--- src/epv_pkg.sv ---
// ****************************************************************
// shared constants and types for the error pin and viral block
// ****************************************************************
package epv_pkg;

  localparam int unsigned NPINS = 3;

  // register byte offsets
  localparam logic [7:0] OFS_VIRAL_CFG = 8'ha0;
  localparam logic [7:0] OFS_PIN_CTL   = 8'ha4;
  localparam logic [7:0] OFS_PIN_STS   = 8'ha8;
  localparam logic [7:0] OFS_PIN_DAT   = 8'hac;
  localparam logic [7:0] OFS_IRQ_STS   = 8'hd0;
  localparam logic [7:0] OFS_IRQ_MASK  = 8'hd4;

  // field positions
  localparam int unsigned VIRAL_EN_BIT = 2;
  localparam int unsigned CTL_W        = 2;
  localparam int unsigned IRQ_VIRAL    = 3;

  // values after reset
  localparam logic [5:0]  CTL_RST   = 6'h00;
  localparam logic [2:0]  PIN_RST   = 3'h0;
  localparam logic [3:0]  IRQ_RST   = 4'h0;
  localparam logic [31:0] RDATA_RST = 32'h0000_0000;

  // pin behaviour selected by a control field
  typedef enum logic [1:0] {
    EPV_MODE_OFF = 2'h0,
    EPV_MODE_GPO = 2'h1,
    EPV_MODE_SEV = 2'h2,
    EPV_MODE_RSV = 2'h3
  } epv_mode_t;

  // bus request carried as one bundle
  typedef struct packed {
    logic [7:0]  addr;
    logic [31:0] wdata;
    logic        wr;
    logic        rd;
  } epv_bus_req_t;

  // all state of the top module
  typedef struct packed {
    logic        viral_en;
    logic [5:0]  ctl;
    logic [2:0]  pst;
    logic [2:0]  dat;
    logic [3:0]  ist;
    logic [3:0]  imask;
    logic [31:0] rdata;
    logic        irq;
  } epv_regs_t;

  // control field of one pin
  function automatic epv_mode_t ctl_field(input logic [5:0] ctl, input int unsigned idx);
    ctl_field = epv_mode_t'(ctl[idx*CTL_W +: CTL_W]);
  endfunction : ctl_field

endpackage : epv_pkg

--- src/epv_pin_drv.sv ---
`timescale 1ns/1ps
`default_nettype none
// ****************************************************************
// one error pin: mode select and assertion edge
// ****************************************************************
module epv_pin_drv (
  input  wire logic              clk,
  input  wire logic              srst,
  input  wire logic              ce,
  input  wire epv_pkg::epv_mode_t mode,
  input  wire logic              sev,
  input  wire logic              dat,
  output logic                   pin,
  output logic                   rise
);

  typedef struct packed {
    logic pin;
  } epv_pin_st_t;

  epv_pin_st_t st_r;
  epv_pin_st_t st_nxt;

  // reserved code behaves as disabled so a bad write cannot fire the pin
  always_comb begin
    st_nxt = st_r;
    unique case (mode)
      epv_pkg::EPV_MODE_SEV: st_nxt.pin = sev;
      epv_pkg::EPV_MODE_GPO: st_nxt.pin = dat;
      epv_pkg::EPV_MODE_OFF: st_nxt.pin = 1'b0;
      epv_pkg::EPV_MODE_RSV: st_nxt.pin = 1'b0;
    endcase
  end

  // pin level is not sticky, it restarts deasserted
  always_ff @(posedge clk) begin
    if (srst) begin
      st_r.pin <= 1'b0;
    end else if (ce) begin
      st_r <= st_nxt;
    end
  end

  assign pin  = st_r.pin;
  assign rise = ce & ~srst & st_nxt.pin & ~st_r.pin;

endmodule : epv_pin_drv
`default_nettype wire

--- src/epv_top.sv ---
`timescale 1ns/1ps
`default_nettype none
// Function
// - fatal severity enters viral only when enabled
// - two-bit control field per pin, reset zero
// - mode 10 follows matching severity bit
// - mode 01 follows the pin data bit
// - mode 00 never asserts; 11 reserved
// - status bit set on pin assertion edge
// - writing one clears status, zero keeps
// - data one asserts, zero deasserts, reset zero
// - data bit ignored unless mode is 01
module epv_top (
  input  wire logic       clk,
  input  wire logic       srst,
  input  wire logic       pg_rst,
  input  wire logic       ce,
  input  wire logic [7:0] addr,
  input  wire logic [31:0] wdata,
  input  wire logic       wr,
  input  wire logic       rd,
  input  wire logic [2:0] sev_status,
  output logic      [31:0] rdata,
  output logic      [2:0] err_pin,
  output logic            viral,
  output logic            irq
);

  // ****************************************************************
  // state and bus bundle
  // ****************************************************************
  epv_pkg::epv_regs_t    st_r;
  epv_pkg::epv_regs_t    st_nxt;
  epv_pkg::epv_bus_req_t req;
  logic [2:0]            pin_lvl;
  logic [2:0]            pin_rise;
  logic                  vir_lvl;
  logic                  vir_entry;
  logic                  any_rst;

  assign any_rst = srst | pg_rst;

  // bundle the bus for the decode below
  assign req.addr  = addr;
  assign req.wdata = wdata;
  assign req.wr    = wr;
  assign req.rd    = rd;

  // ****************************************************************
  // pin drivers and viral tracker
  // ****************************************************************
  // per-pin mode select, each fed its own severity and data bit
  for (genvar gi = 0; gi < epv_pkg::NPINS; gi++) begin : g_pin
    epv_pin_drv u_pin (
      .clk  (clk),
      .srst (any_rst),
      .ce   (ce),
      .mode (epv_pkg::ctl_field(st_r.ctl, gi)),
      .sev  (sev_status[gi]),
      .dat  (st_r.dat[gi]),
      .pin  (pin_lvl[gi]),
      .rise (pin_rise[gi])
    );
  end

  epv_viral u_viral (
    .clk      (clk),
    .srst     (any_rst),
    .ce       (ce),
    .fatal_en (st_r.viral_en),
    .sev2     (sev_status[2]),
    .viral    (vir_lvl),
    .entry    (vir_entry)
  );

  // ****************************************************************
  // register file next state
  // ****************************************************************
  always_comb begin
    st_nxt       = st_r;
    st_nxt.rdata = epv_pkg::RDATA_RST;
    st_nxt.pst = st_r.pst;
    if (req.wr && req.addr == epv_pkg::OFS_PIN_STS) begin
      st_nxt.pst = st_r.pst & ~req.wdata[2:0];
    end
    // set wins over a clear landing in the same cycle
    st_nxt.pst = st_nxt.pst | pin_rise;
    if (req.wr) begin
      unique case (req.addr)
        epv_pkg::OFS_VIRAL_CFG: st_nxt.viral_en = req.wdata[epv_pkg::VIRAL_EN_BIT];
        epv_pkg::OFS_PIN_CTL:   st_nxt.ctl = req.wdata[5:0];
        epv_pkg::OFS_PIN_DAT:   st_nxt.dat = req.wdata[2:0];
        epv_pkg::OFS_IRQ_MASK:  st_nxt.imask = req.wdata[3:0];
        default: ;
      endcase
    end
    // interrupt status: read clears, then fresh events set
    if (req.rd) begin
      unique case (req.addr)
        epv_pkg::OFS_VIRAL_CFG:
          st_nxt.rdata = {29'h0, st_r.viral_en, 2'h0};
        epv_pkg::OFS_PIN_CTL:   st_nxt.rdata = {26'h0, st_r.ctl};
        epv_pkg::OFS_PIN_STS:   st_nxt.rdata = {29'h0, st_r.pst};
        epv_pkg::OFS_PIN_DAT:   st_nxt.rdata = {29'h0, st_r.dat};
        epv_pkg::OFS_IRQ_STS: begin
          st_nxt.rdata = {28'h0, st_r.ist};
          st_nxt.ist   = epv_pkg::IRQ_RST;
        end
        epv_pkg::OFS_IRQ_MASK:  st_nxt.rdata = {28'h0, st_r.imask};
        default:                st_nxt.rdata = epv_pkg::RDATA_RST;
      endcase
    end
    st_nxt.ist[2:0]                 = st_nxt.ist[2:0] | pin_rise;
    st_nxt.ist[epv_pkg::IRQ_VIRAL]  = st_nxt.ist[epv_pkg::IRQ_VIRAL] | vir_entry;
    st_nxt.irq                      = |(st_nxt.ist & st_nxt.imask);
  end

  // ****************************************************************
  // state register
  // ****************************************************************
  // warm reset keeps the sticky group, power-good clears everything
  always_ff @(posedge clk) begin
    if (pg_rst) begin
      st_r <= '0;
    end else if (srst) begin
      st_r.dat   <= epv_pkg::PIN_RST;
      st_r.ist   <= epv_pkg::IRQ_RST;
      st_r.imask <= epv_pkg::IRQ_RST;
      st_r.rdata <= epv_pkg::RDATA_RST;
      st_r.irq   <= 1'b0;
    end else if (ce) begin
      st_r <= st_nxt;
    end
  end

  assign rdata   = st_r.rdata;
  assign err_pin = pin_lvl;
  assign viral   = vir_lvl;
  assign irq     = st_r.irq;

  for (genvar ai = 0; ai < epv_pkg::NPINS; ai++) begin : g_chk

  end
endmodule : epv_top
`default_nettype wire

--- src/epv_viral.sv ---
`timescale 1ns/1ps
`default_nettype none
// ****************************************************************
// viral state tracker
// ****************************************************************
module epv_viral (
  input  wire logic clk,
  input  wire logic srst,
  input  wire logic ce,
  input  wire logic fatal_en,
  input  wire logic sev2,
  output logic      viral,
  output logic      entry
);

  typedef struct packed {
    logic viral;
  } epv_vir_st_t;

  epv_vir_st_t st_r;
  epv_vir_st_t st_nxt;

  // once viral, only a reset brings the hub back
  always_comb begin
    st_nxt = st_r;
    if (fatal_en && sev2) begin
      st_nxt.viral = 1'b1;
    end
  end

  always_ff @(posedge clk) begin
    if (srst) begin
      st_r.viral <= 1'b0;
    end else if (ce) begin
      st_r <= st_nxt;
    end
  end

  assign viral = st_r.viral;
  assign entry = ce & ~srst & st_nxt.viral & ~st_r.viral;

endmodule : epv_viral
`default_nettype wire

--- config.mk ---
export PLATFORM = sky130hd
export DESIGN_NAME = epv_top
export DESIGN_NICKNAME = d
export VERILOG_FILES = /design/src/epv_pkg.sv /design/src/epv_pin_drv.sv /design/src/epv_top.sv /design/src/epv_viral.sv
export SDC_FILE = /design/constraint.sdc
export NUM_CORES = 1
export LEC_CHECK = 0
export ABC_AREA = 1
export BUFFER_PORTS_ARGS = -buffer_cell sky130_fd_sc_hd__buf_2
export CAP_MARGIN = 10
export CORE_ASPECT_RATIO = 2
export CORE_MARGIN = 2
export CORE_UTILIZATION = 53
export CTS_BUF_LIST = sky130_fd_sc_hd__clkbuf_4 sky130_fd_sc_hd__clkbuf_8
export CTS_CLUSTER_DIAMETER = 30
export DETAILED_ROUTE_END_ITERATION = 7
export PLACE_DENSITY_LB_ADDON = 0.05
export SYNTH_ARGS = -nofsm -noshare
export SYNTH_HDL_FRONTEND = slang
export SYNTH_HIERARCHICAL = 1
export SYNTH_SLANG_ARGS = --single-unit
--- constraint.sdc ---
create_clock -name clk -period 2.2 [get_ports clk]
set_input_delay 0.22 -clock clk [delete_from_list [all_inputs] [get_ports clk]]
set_output_delay 0.22 -clock clk [all_outputs]
set_load 0.05 [all_outputs]
==> results.md, run 1 <==
* Startpoint types: input port
* Switching pwr at roughly 0.39 mW
* Final WS setup at approximately 900 ps
* RePlAce Congestion at 0.880
* Setup violators final at 0
* Fillcell total at ~410
* Avg Cell Area, Syn at ~6.7 um2
* Synth unique cells at 24
* Worst Clk Skew at 2.06 ps
* RSZ-0062 raised after global routing: no
* Iteration count of the initial detailed-routing pass at 4
* Final nets at around 380
* Setup CP Type: input port to flop
* Initial antenna violation count at 0
* Final Power at approximately 1.3 mW
* Syn-to-layout area delta at 7.13%
* Top-level port count at 86
* Final instance area at roughly 0.0022 mm2
* Cts hold-fix bufs at 0
* Pre-CTS WS at 615 ps
* # diodes at 0
* Starting DRT DRC Count at 30
* Root Buffer: clkbuf_8
* Post-DP Area at around 0.0021 mm2
* Initial Utilization at ~56%
* Inserted Clock Buffers at 5
* Grt ovf at 0
* Hold Path Cell Cnt at 2
* VDD IR-drop max at about 430 uV
* P per Cell Area at between 500 and 600 mW/mm2
* Sequential area share after synthesis at about a third
* Yosys Warn Count at 6
* FF+latch count, synth at 32
* Outcome: finished, final reports clean
* DR WL/cell at around 12 um
* H-tree levels at 2
* Area leader, netlist: dfxtp_1
* Final core utilization at 59.8%
* Drt drc at 0
* Worst Reg-to-Reg Cells at 10
* Power share of the sequential group at between 40% and 50%
* Post_cts resized at 0
* Gr usage total at roughly a quarter
* Clock Pin Slew Worst Setup and Hold Paths at around 70 ps
* Min Clock Period, post-route at 1300 ps
* Final wirelength at 4480 um
* Largest net degree at the start of global routing at 18
* Final Hold Viols at 0
* Synth top area share at a little under a third
* Die Width at 47.8 um
* CP endpoint kind: flop
* CTS tree: built
* Core area at between 0.003 and 0.004 mm2
* Worst path arrival time at ~1500 ps
* Comb pwr share at between 15 and 20%
* Required time worst endpoint at roughly 2400 ps
* DR vias/cell at 4.83
* Longest Clk Path Bufs at 2
* CTS sink count at 32
* Fin. max-slew vios at 0
* Design internal power at ~0.90 mW
* Hold WC Path Type: input port to flop
* Die ar. at around 0.0044 mm2
* Critical-path maximum fanout at 10
* Die Ht at slightly above 90 um
* Number of core rows at 31
* Syn Inst Count at between 300 and 400
* Total of max-cap violations at 0
* DR vias at about 1900
* Setup TNS at 0 ps
* Input/output buffers at 33
* Least-Margin Pin Slew at between 500 and 600 ps
* Hpwl dp at ~3600 um
* Final worst path period share at between 50% and 60%
* Clock power share at around two fifths
* Clock latency at the later pin of the worst-skew pair at roughly 280 ps
* Leakage at around 1.0 nW
* Final ANT Viol Nets at 0
* Max Fclk at about 770 MHz
* Vias in the first global route at 1748
* First-pass GRT wire length at 7600 um
* Net Sw Frac at between 30% and 40%
* Share of cells above drive strength 1 at ~22%
* Max-slew headroom at around two thirds
* Post-CTS setup buffers at 0
* Top cells by area, synth: dfxtp_1, nand2_1, buf_4
* Mapped Area at between 0.002 and 0.0025 mm2
-- routing by layer --
layer | track usage (%) | vias to the layer above | wire length [um]
li1 | - | 965 | -
met1 | 26.4 | 823 | 1780
met2 | 38.0 | 54 | 2380
met3 | 5.71 | 13 | 186
met4 | 11.3 | 0 | 131
met5 | 0 | - | 0
-- flip-flops by register name, indices dropped and copies added (netlist names) --
register and cells:
u_viral/viral 1, irq 1, rdata 6, g_pin.u_pin/pin 3
st_r 21
-- cells in the final DEF (no fill, tap or decap), drive strengths merged --
cell | netlist | layout
conb | 1 | 26
nand3b | 4 | 4
o211ai | 1 | 1
nor3 | 1 | 1
a211oi | 1 | 1
clkbuf | 1 | 8
nand2 | 70 | 70
inv | 45 | 45
nand3 | 28 | 28
o21ai | 23 | 23
a21oi | 23 | 23
nor2 | 33 | 33
buf | 37 | 35
dfxtp | 32 | 32
nand4 | 5 | 5
-- critical path: stages --
cell and delay, ps:
buf_2 130, nor2_1 120, inv_1 200, nor2_2 160
nand3_2 90, nor2_2 150, inv_1 50, nand2_1 90
nand2_1 70, nand3_1 120, nor2_1 50, nor2_1 70
-- Yosys cell counts --
master and n:
buf_4 32, inv_2 6, nor2_1 22, inv_1 39, o211ai_1 1, nand3b_1 4, nand2_1 65, nand3_1 22
nand2_2 5, nor3_1 1, o21ai_1 12, buf_6 3, a211oi_2 1, conb_1 1, nor2_2 8, nand3_2 6
nand4_1 5, o21ai_0 11, a21oi_2 2, clkbuf_1 1, dfxtp_1 32, a21oi_1 21, nor2_4 3, buf_2 2
-- path summary, 6_finish.rpt --
check,slack (ps),to,start
worst max register to register,950,irq$_SDFFE_PP0P_,st_r[52]$_SDFFE_PP0P_
worst min register to register,460,rdata[4]$_SDFFE_PP0P_,rdata[4]$_SDFFE_PP0P_
worst max-delay path,900,irq$_SDFFE_PP0P_,pg_rst
worst min-delay path,170,st_r[46]$_SDFFE_PP0P_,pg_rst
-- power groups by stage --
stage	logic [mW]	clock network [mW]	registers, mW
2_1_floorplan	0.197	0	0.602
3_3_place_gp	0.207	0	0.602
3_5_place_dp	0.209	0	0.602
4_1_cts	0.209	0.500	0.589
5_1_grt	0.229	0.530	0.589
6_report	0.210	0.494	0.589
-- kinds of logic (layout without fill, tap and decap cells) --
group                  count (synthesis)  count (layout)  share of synthesized area (%)
and+or+nand+nor                      141             141                           33.3
AOI/OAI and AO/OA                     48              48                           12.7
other                                  1              26                          0.184
DFF                                   32              32                           31.4
buffers and inverters                 83              88                           22.4
-- layout make-up --
class / count / area (um2) / area share [%]
Multi-Input combinational cell: 215 / 1030 / 47.4
Sequential cell: 32 / 641 / 29.4
Inverter: 45 / 169 / 7.74
Clock buffer: 8 / 97.6 / 4.47
Timing Repair Buffer: 35 / 180 / 8.26
Tap cell: 49 / 61.3 / 2.81
-- stage by stage --
step | hold WS (ps) | std cells
CTS | 157 | 384
detailed placement | 455 | 376
floorplan | 289 | 330
finish | 168 | 384
global route | 167 | 384
global placement | 450 | 376
(Power assumes the default switching activity.)
==> inputs of run 2 (changes only) <==
CORE_UTILIZATION = 50   (was 53)
clock period = 1.4 ns   (was 2.2 ns; I/O delays follow)
==> run 2 against run 1 <==
Effect of this change: via count up 3.8%; flip-flop and latch count unchanged; critical path depth down 2; power up 60%; count of clock-buffer cells in the layout unchanged.
==> results.md, run 2 (same netlist as run 1, synthesis figures left out) <==
* DR vias at a little under 2000
* Largest net degree at the start of global routing at 13
* Root Buffer: clkbuf_8
* Fin. max-slew vios at 0
* Die Width at 49.1 um
* Clock latency at the later pin of the worst-skew pair at between 200 and 300 ps
* Core area at between 0.003 and 0.004 mm2
* Inserted Clock Buffers at 5
* Die Ht at about 94 um
* Hold WC Path Type: input port to flop
* Biggest register: st_r
* Setup TNS at 0 ps
* DR vias/cell at roughly 4.8
* Final worst path period share at 84.8%
* Regs by FF count: st_r (21), rdata (6), g_pin.u_pin/pin (3)
* CTS sink count at 32
* Clock Pin Slew Worst Setup and Hold Paths at about 70 ps
* Syn-to-layout area delta at 13.8%
* Final nets at 400
* Final Hold Viols at 0
* Hpwl dp at 3890 um
* Placed Cells incl. Taps at slightly below 400
* CP endpoint kind: flop
* Startpoint types: flop
* Grt ovf at 0
* Starting DRT DRC Count at 29
* RSZ-0062 raised after global routing: no
* Drt drc at 0
* Final wirelength at about 4800 um
* Post-route insts no fill at between 400 and 500
* Setup violators final at 0
* Initial antenna violation count at 0
* Gr usage total at a little under a quarter
* VDD IR-drop max at 618 uV
* Post-CTS setup buffers at 0
* First-pass GRT wire length at approximately 8100 um
* Longest Clk Path Bufs at 2
* Top-level port count at 86
* Vias in the first global route at ~1800
* Min Clock Period, post-route at 1190 ps
* Die ar. at 0.00463 mm2
* DR WL/cell at 11.9 um
* Worst path arrival time at around 1400 ps
* Max Fclk at 843 MHz
* Required time worst endpoint at 1630 ps
* Worst Clk Skew at 7.16 ps
* Final ANT Viol Nets at 0
* Total of max-cap violations at 0
* Number of core rows at 32
* Number of flip-flops in the largest register at 21
* Critical-path maximum fanout at 4
* Outcome: finished, final reports clean
* Input/output buffers at 33
* Commonest non-fill, non-tap cells in the layout: nand2_1, inv_1, buf_2
* Leakage at about 1.1 nW
* # diodes at 0
* H-tree levels at 2
* Iteration count of the initial detailed-routing pass at 4
* Setup CP Type: flop to flop
* Initial Utilization at between 50% and 60%
* RePlAce Congestion at 0.893
* P per Cell Area at ~890 mW/mm2
* CTS tree: built
* Commonest non-fill, non-tap cell in the layout: nand2_1
* Share of cells above drive strength 1 at between 20% and 30%
[run 2: timing repair]
action                                  4_1_cts  5_1_grt
hold buffers                                  0        0
endpoints found under the setup margin        0        1
gates resized for setup                       0        1
[run 2: worst paths after layout]
kind / slack [ps] / cells past startpoint / end / startpoint
setup / recovery: 210 / 10 / irq$_SDFFE_PP0P_ / st_r[48]$_SDFFE_PP0P_
hold / removal: 120 / 3 / st_r[52]$_SDFFE_PP0P_ / wdata[5]
setup reg to reg: 210 / 10 / irq$_SDFFE_PP0P_ / st_r[48]$_SDFFE_PP0P_
hold reg to reg: 460 / 2 / rdata[4]$_SDFFE_PP0P_ / rdata[4]$_SDFFE_PP0P_
[run 2: critical path, cell delays in order (launching register included)]
cell     delay, ps
dfxtp_1        380
nand2_1         60
nand2_1         70
nand3_2        100
nor2_4         130
inv_1           50
nand2_1         70
nand2_1         60
nand3_1         90
nor2_1          40
nor2_1          70
[run 2: final cells by class]
cell class,instances,area (um2)
Clock buffer,8,97.6
Fill cell,401,1570
Inverter,45,169
Multi-Input combinational cell,215,1040
Sequential cell,32,641
Tap cell,51,63.8
Timing Repair Buffer,52,308
[run 2: metal layers]
| layer | GRT usage [%] | vias up | part of all wire, % |
|---|---|---|---|
| li1 | - | 993 | - |
| met4 | 12.6 | 0 | 3.7 |
| met1 | 24.1 | 859 | 39 |
| met5 | 0 | - | 0 |
| met3 | 4.94 | 14 | 4.5 |
| met2 | 41.7 | 59 | 53 |
[run 2: power breakdown]
part | switching [mW] | leakage (nW) | internal (mW)
registers | 0.00696 | 0.258 | 0.919
logic | 0.276 | 0.808 | 0.0782
clock network | 0.350 | 0.0523 | 0.440
[run 2: stage by stage]
| stage | setup slack (ps) | total power [mW] | hold WS (ps) | utilization (%) | area [um2] |
|---|---|---|---|---|---|
| 3_3_place_gp | -46.5 | 1.30 | 410 | 57.0 | 2210 |
| 4_1_cts | 151 | 2.08 | 119 | 59.5 | 2310 |
| 6_report | 213 | 2.07 | 122 | 59.7 | 2320 |
| 2_1_floorplan | 33.1 | 1.26 | 209 | - | 2130 |
| 5_1_grt | 20.3 | 2.15 | 143 | 59.7 | 2320 |
| 3_5_place_dp | -67.7 | 1.30 | 413 | 57.0 | 2210 |
==> inputs of run 3 (changes only) <==
ABC_AREA = 0   (was 1)
CORE_UTILIZATION = 48   (was 50)
clock period = 1.2 ns   (was 1.4 ns; I/O delays follow)
==> run 3 against run 2 <==
Effect of this change: the flow now finishes with violations (setup timing); synthesized cell count down 29%; worst hold slack worse by 36 ps; routed wire length is 6.6% higher; design area is 6.5% higher; die area is 3.5% lower; first-iteration DRC count up 120%; clock power increased by 30%; flip-flop and latch count is the same; critical endpoint unchanged.
==> results.md, run 3 <==
* Outcome: finished, violations left
* Failing checks: setup timing
* Die ar. at 0.00447 mm2
* FFs w/ async S/R, synth at 0%
* Mapped Area at approximately 0.0019 mm2
* Hold Path Cell Cnt at 3
* Die Ht at about 93 um
* Top-level port count at between 80 and 90
* Setup violators final at 4
* Avg Cell Area, Syn at approximately 8.7 um2
* First-pass GRT wire length at approximately 7500 um
* Synth unique cells at 38
* Starting DRT DRC Count at between 60 and 70
* Final worst path period share at 106%
* CTS tree: built
* H-tree levels at 2
* P per Cell Area at 1000 mW/mm2
* Mux share of post-synthesis cell area at about a tenth
* Longest Clk Path Bufs at 2
* Hold WC Path Type: input port to flop
* Worst reg2reg path startpoint: st_r[48]$_SDFFE_PP0P_
* Yosys Warn Count at 6
* Setup TNS at -98.4 ps
* Fin. max-slew vios at 0
* Setup CP Type: flop to flop
* Worst path arrival time at roughly 1500 ps
* Count leader, synth: buf_4
* Synth top area share at 34.0%
* DR vias/cell at 5.30
* FF+latch count, synth at 32
* Die Width at roughly 48 um
* Final nets at ~330
* Clock latency at the later pin of the worst-skew pair at roughly 290 ps
* Drt drc at 0
* Synth Flop Type: dfxtp_1
* Top cells by area, synth: dfxtp_1, buf_4, mux2i_1
* Max Fclk at between 700 and 800 MHz
* Commonest non-fill, non-tap cells in the layout: buf_4, buf_2, nor2_1, conb_1, dfxtp_1
* CTS sink count at 32
* Post-synthesis xor/xnor area fraction at 0%
* Pre-CTS WS at -291 ps
* Startpoint types: flop
* Syn Inst Count at 217
* DR WL/cell at 15.3 um
* Commonest non-fill, non-tap cell in the layout: buf_4
* Min Clock Period, post-route at 1270 ps
* Hold Path Sink: st_r[52]$_SDFFE_PP0P_
* Vias in the first global route at around 1700
* Worst Clk Skew at approximately 6 ps
* # diodes at 0
* Share of cells above drive strength 1 at between 40% and 50%
* Cts hold-fix bufs at 0
* Inserted Clock Buffers at 5
* Gr usage total at a little under a quarter
* Core area at 0.00380 mm2
* DR vias at 1774
* R2r endpoint: irq$_SDFFE_PP0P_
* CP startpoint: st_r[48]$_SDFFE_PP0P_
* Final Hold Viols at 0
* Clock Pin Slew Worst Setup and Hold Paths at 70 ps
* Total of max-cap violations at 0
* Hold_sp: wdata[5]
* Number of core rows at 32
* VDD IR-drop max at approximately 1000 uV
* Leakage at between 1 and 1.5 nW
* Top cells by count, synth: buf_4, dfxtp_1, nor2_1
* Worst Reg-to-Reg Cells at 6
* Root Buffer: clkbuf_8
* Grt ovf at 0
* Largest net degree at the start of global routing at 15
* Hpwl dp at 3790 um
* Number of synthesized flops with an enable pin at 0
* Regs by FF count: st_r (21), rdata (6), g_pin.u_pin/pin (3)
* Number of flip-flops in the largest register at 21
* Initial antenna violation count at 0
* Critical-path maximum fanout at 3
* Fillcell total at between 300 and 400
* Final Power at about 2.5 mW
* Initial Utilization at about half
* Compound-Gate Fraction of Synth Area at around 15%
* Input/output buffers at 33
* Final wirelength at 5120 um
* CP endpoint kind: flop
* Area leader, netlist: dfxtp_1
* Required time worst endpoint at between 1000 and 1500 ps
* RSZ-0062 raised after global routing: yes
* Sequential area share after synthesis at roughly a third
* Largest family of logic cells by synthesized area: simple AND/OR/NAND/NOR gates
* Final WS setup at -74.0 ps
* Syn-to-layout area delta at 31.1%
* Simple-gate area share of the yosys netlist at between 20% and 30%
* Iteration count of the initial detailed-routing pass at 5
* Biggest register: st_r
* Post-Synth Adder-Cell Area at 0%
* RePlAce Congestion at slightly below 0.9
* Final ANT Viol Nets at 0
* R2R Setup Slk at -70 ps
## run 3: changes by cell type after synthesis, moves of 6 or more
| cell | before | now |
|---|---|---|
| o21ai_0 | 11 | 0 |
| nor2_2 | 8 | 0 |
| o21ai_1 | 12 | 3 |
| inv_2 | 6 | 0 |
| nand3_1 | 22 | 2 |
| nand2_1 | 65 | 8 |
| nand2b_1 | 0 | 10 |
| a22oi_1 | 0 | 9 |
| mux2i_1 | 0 | 16 |
| inv_1 | 39 | 5 |
## run 3: what timing repair did
| item | 4_1_cts | 5_1_grt |
|---|---|---|
| pin swaps | 2 | 10 |
| resized for setup | 11 | 22 |
| buffers inserted | 3 | 3 |
| endpoints found under the setup margin | 4 | 20 |
## run 3: logic make-up after synthesis
group | count (synthesis)
muxes | 19
AOI/OAI and AO/OA | 43
DFF | 32
other | 1
and+or+nand+nor | 77
buffers and inverters | 45
## run 3: final cells by class
class / count / area [um2] / share of cell area [%]
clock inverter: 2 / 35.0 / 1.42
tap: 51 / 63.8 / 2.58
timing repair buffer: 74 / 497 / 20.1
inverter: 5 / 18.8 / 0.760
sequential: 32 / 651 / 26.4
clock buffer: 6 / 76.3 / 3.09
multi-input combinational: 165 / 1130 / 45.7
## run 3: metrics by stage
stage | utilization (%) | instance area, um2 | hold WS (ps) | instances
finish | 64.9 | 2470 | 86.4 | 335
global route | 64.9 | 2470 | 96.4 | 335
CTS | 62.4 | 2370 | 88.6 | 332
detailed placement | 58.2 | 2210 | 384 | 321
global placement | 58.2 | 2210 | 353 | 321
floorplan | - | 2030 | 264 | 242
## run 3: where the power goes
group | total, mW | switching (mW) | internal (mW)
Sequential | 1.06 | 0.000406 | 1.06
Clock | 1.03 | 0.396 | 0.638
Combinational | 0.377 | 0.287 | 0.0902
## run 3: worst max-delay path by stage
stage	end	slack, ps	depth (start not counted)
floorplan	irq$_SDFFE_PP0P_	-210	9
global placement	irq$_SDFFE_PP0P_	-280	6
detailed placement	irq$_SDFFE_PP0P_	-290	6
CTS	irq$_SDFFE_PP0P_	-70	6
global route	irq$_SDFFE_PP0P_	-140	6
finish	irq$_SDFFE_PP0P_	-70	6
## run 3: per-layer routing
| layer | vias to the layer above | routed length (um) | GRT usage (%) | share of wire [%] |
|---|---|---|---|---|
| li1 | 829 | - | - | - |
| met1 | 840 | 1740 | 23.5 | 34 |
| met2 | 91 | 2910 | 43.8 | 57 |
| met3 | 14 | 297 | 4.48 | 5.8 |
| met4 | 0 | 179 | 9.91 | 3.5 |
| met5 | - | 0 | 0 | 0 |
## run 3: worst max-delay path, cell delays in order, from the launching register on
cell,delay (ps)
dfxtp_2,330
nand3b_1,120
a21oi_2,70
and2b_2,230
a21oi_2,110
o22ai_1,80
o31a_1,230
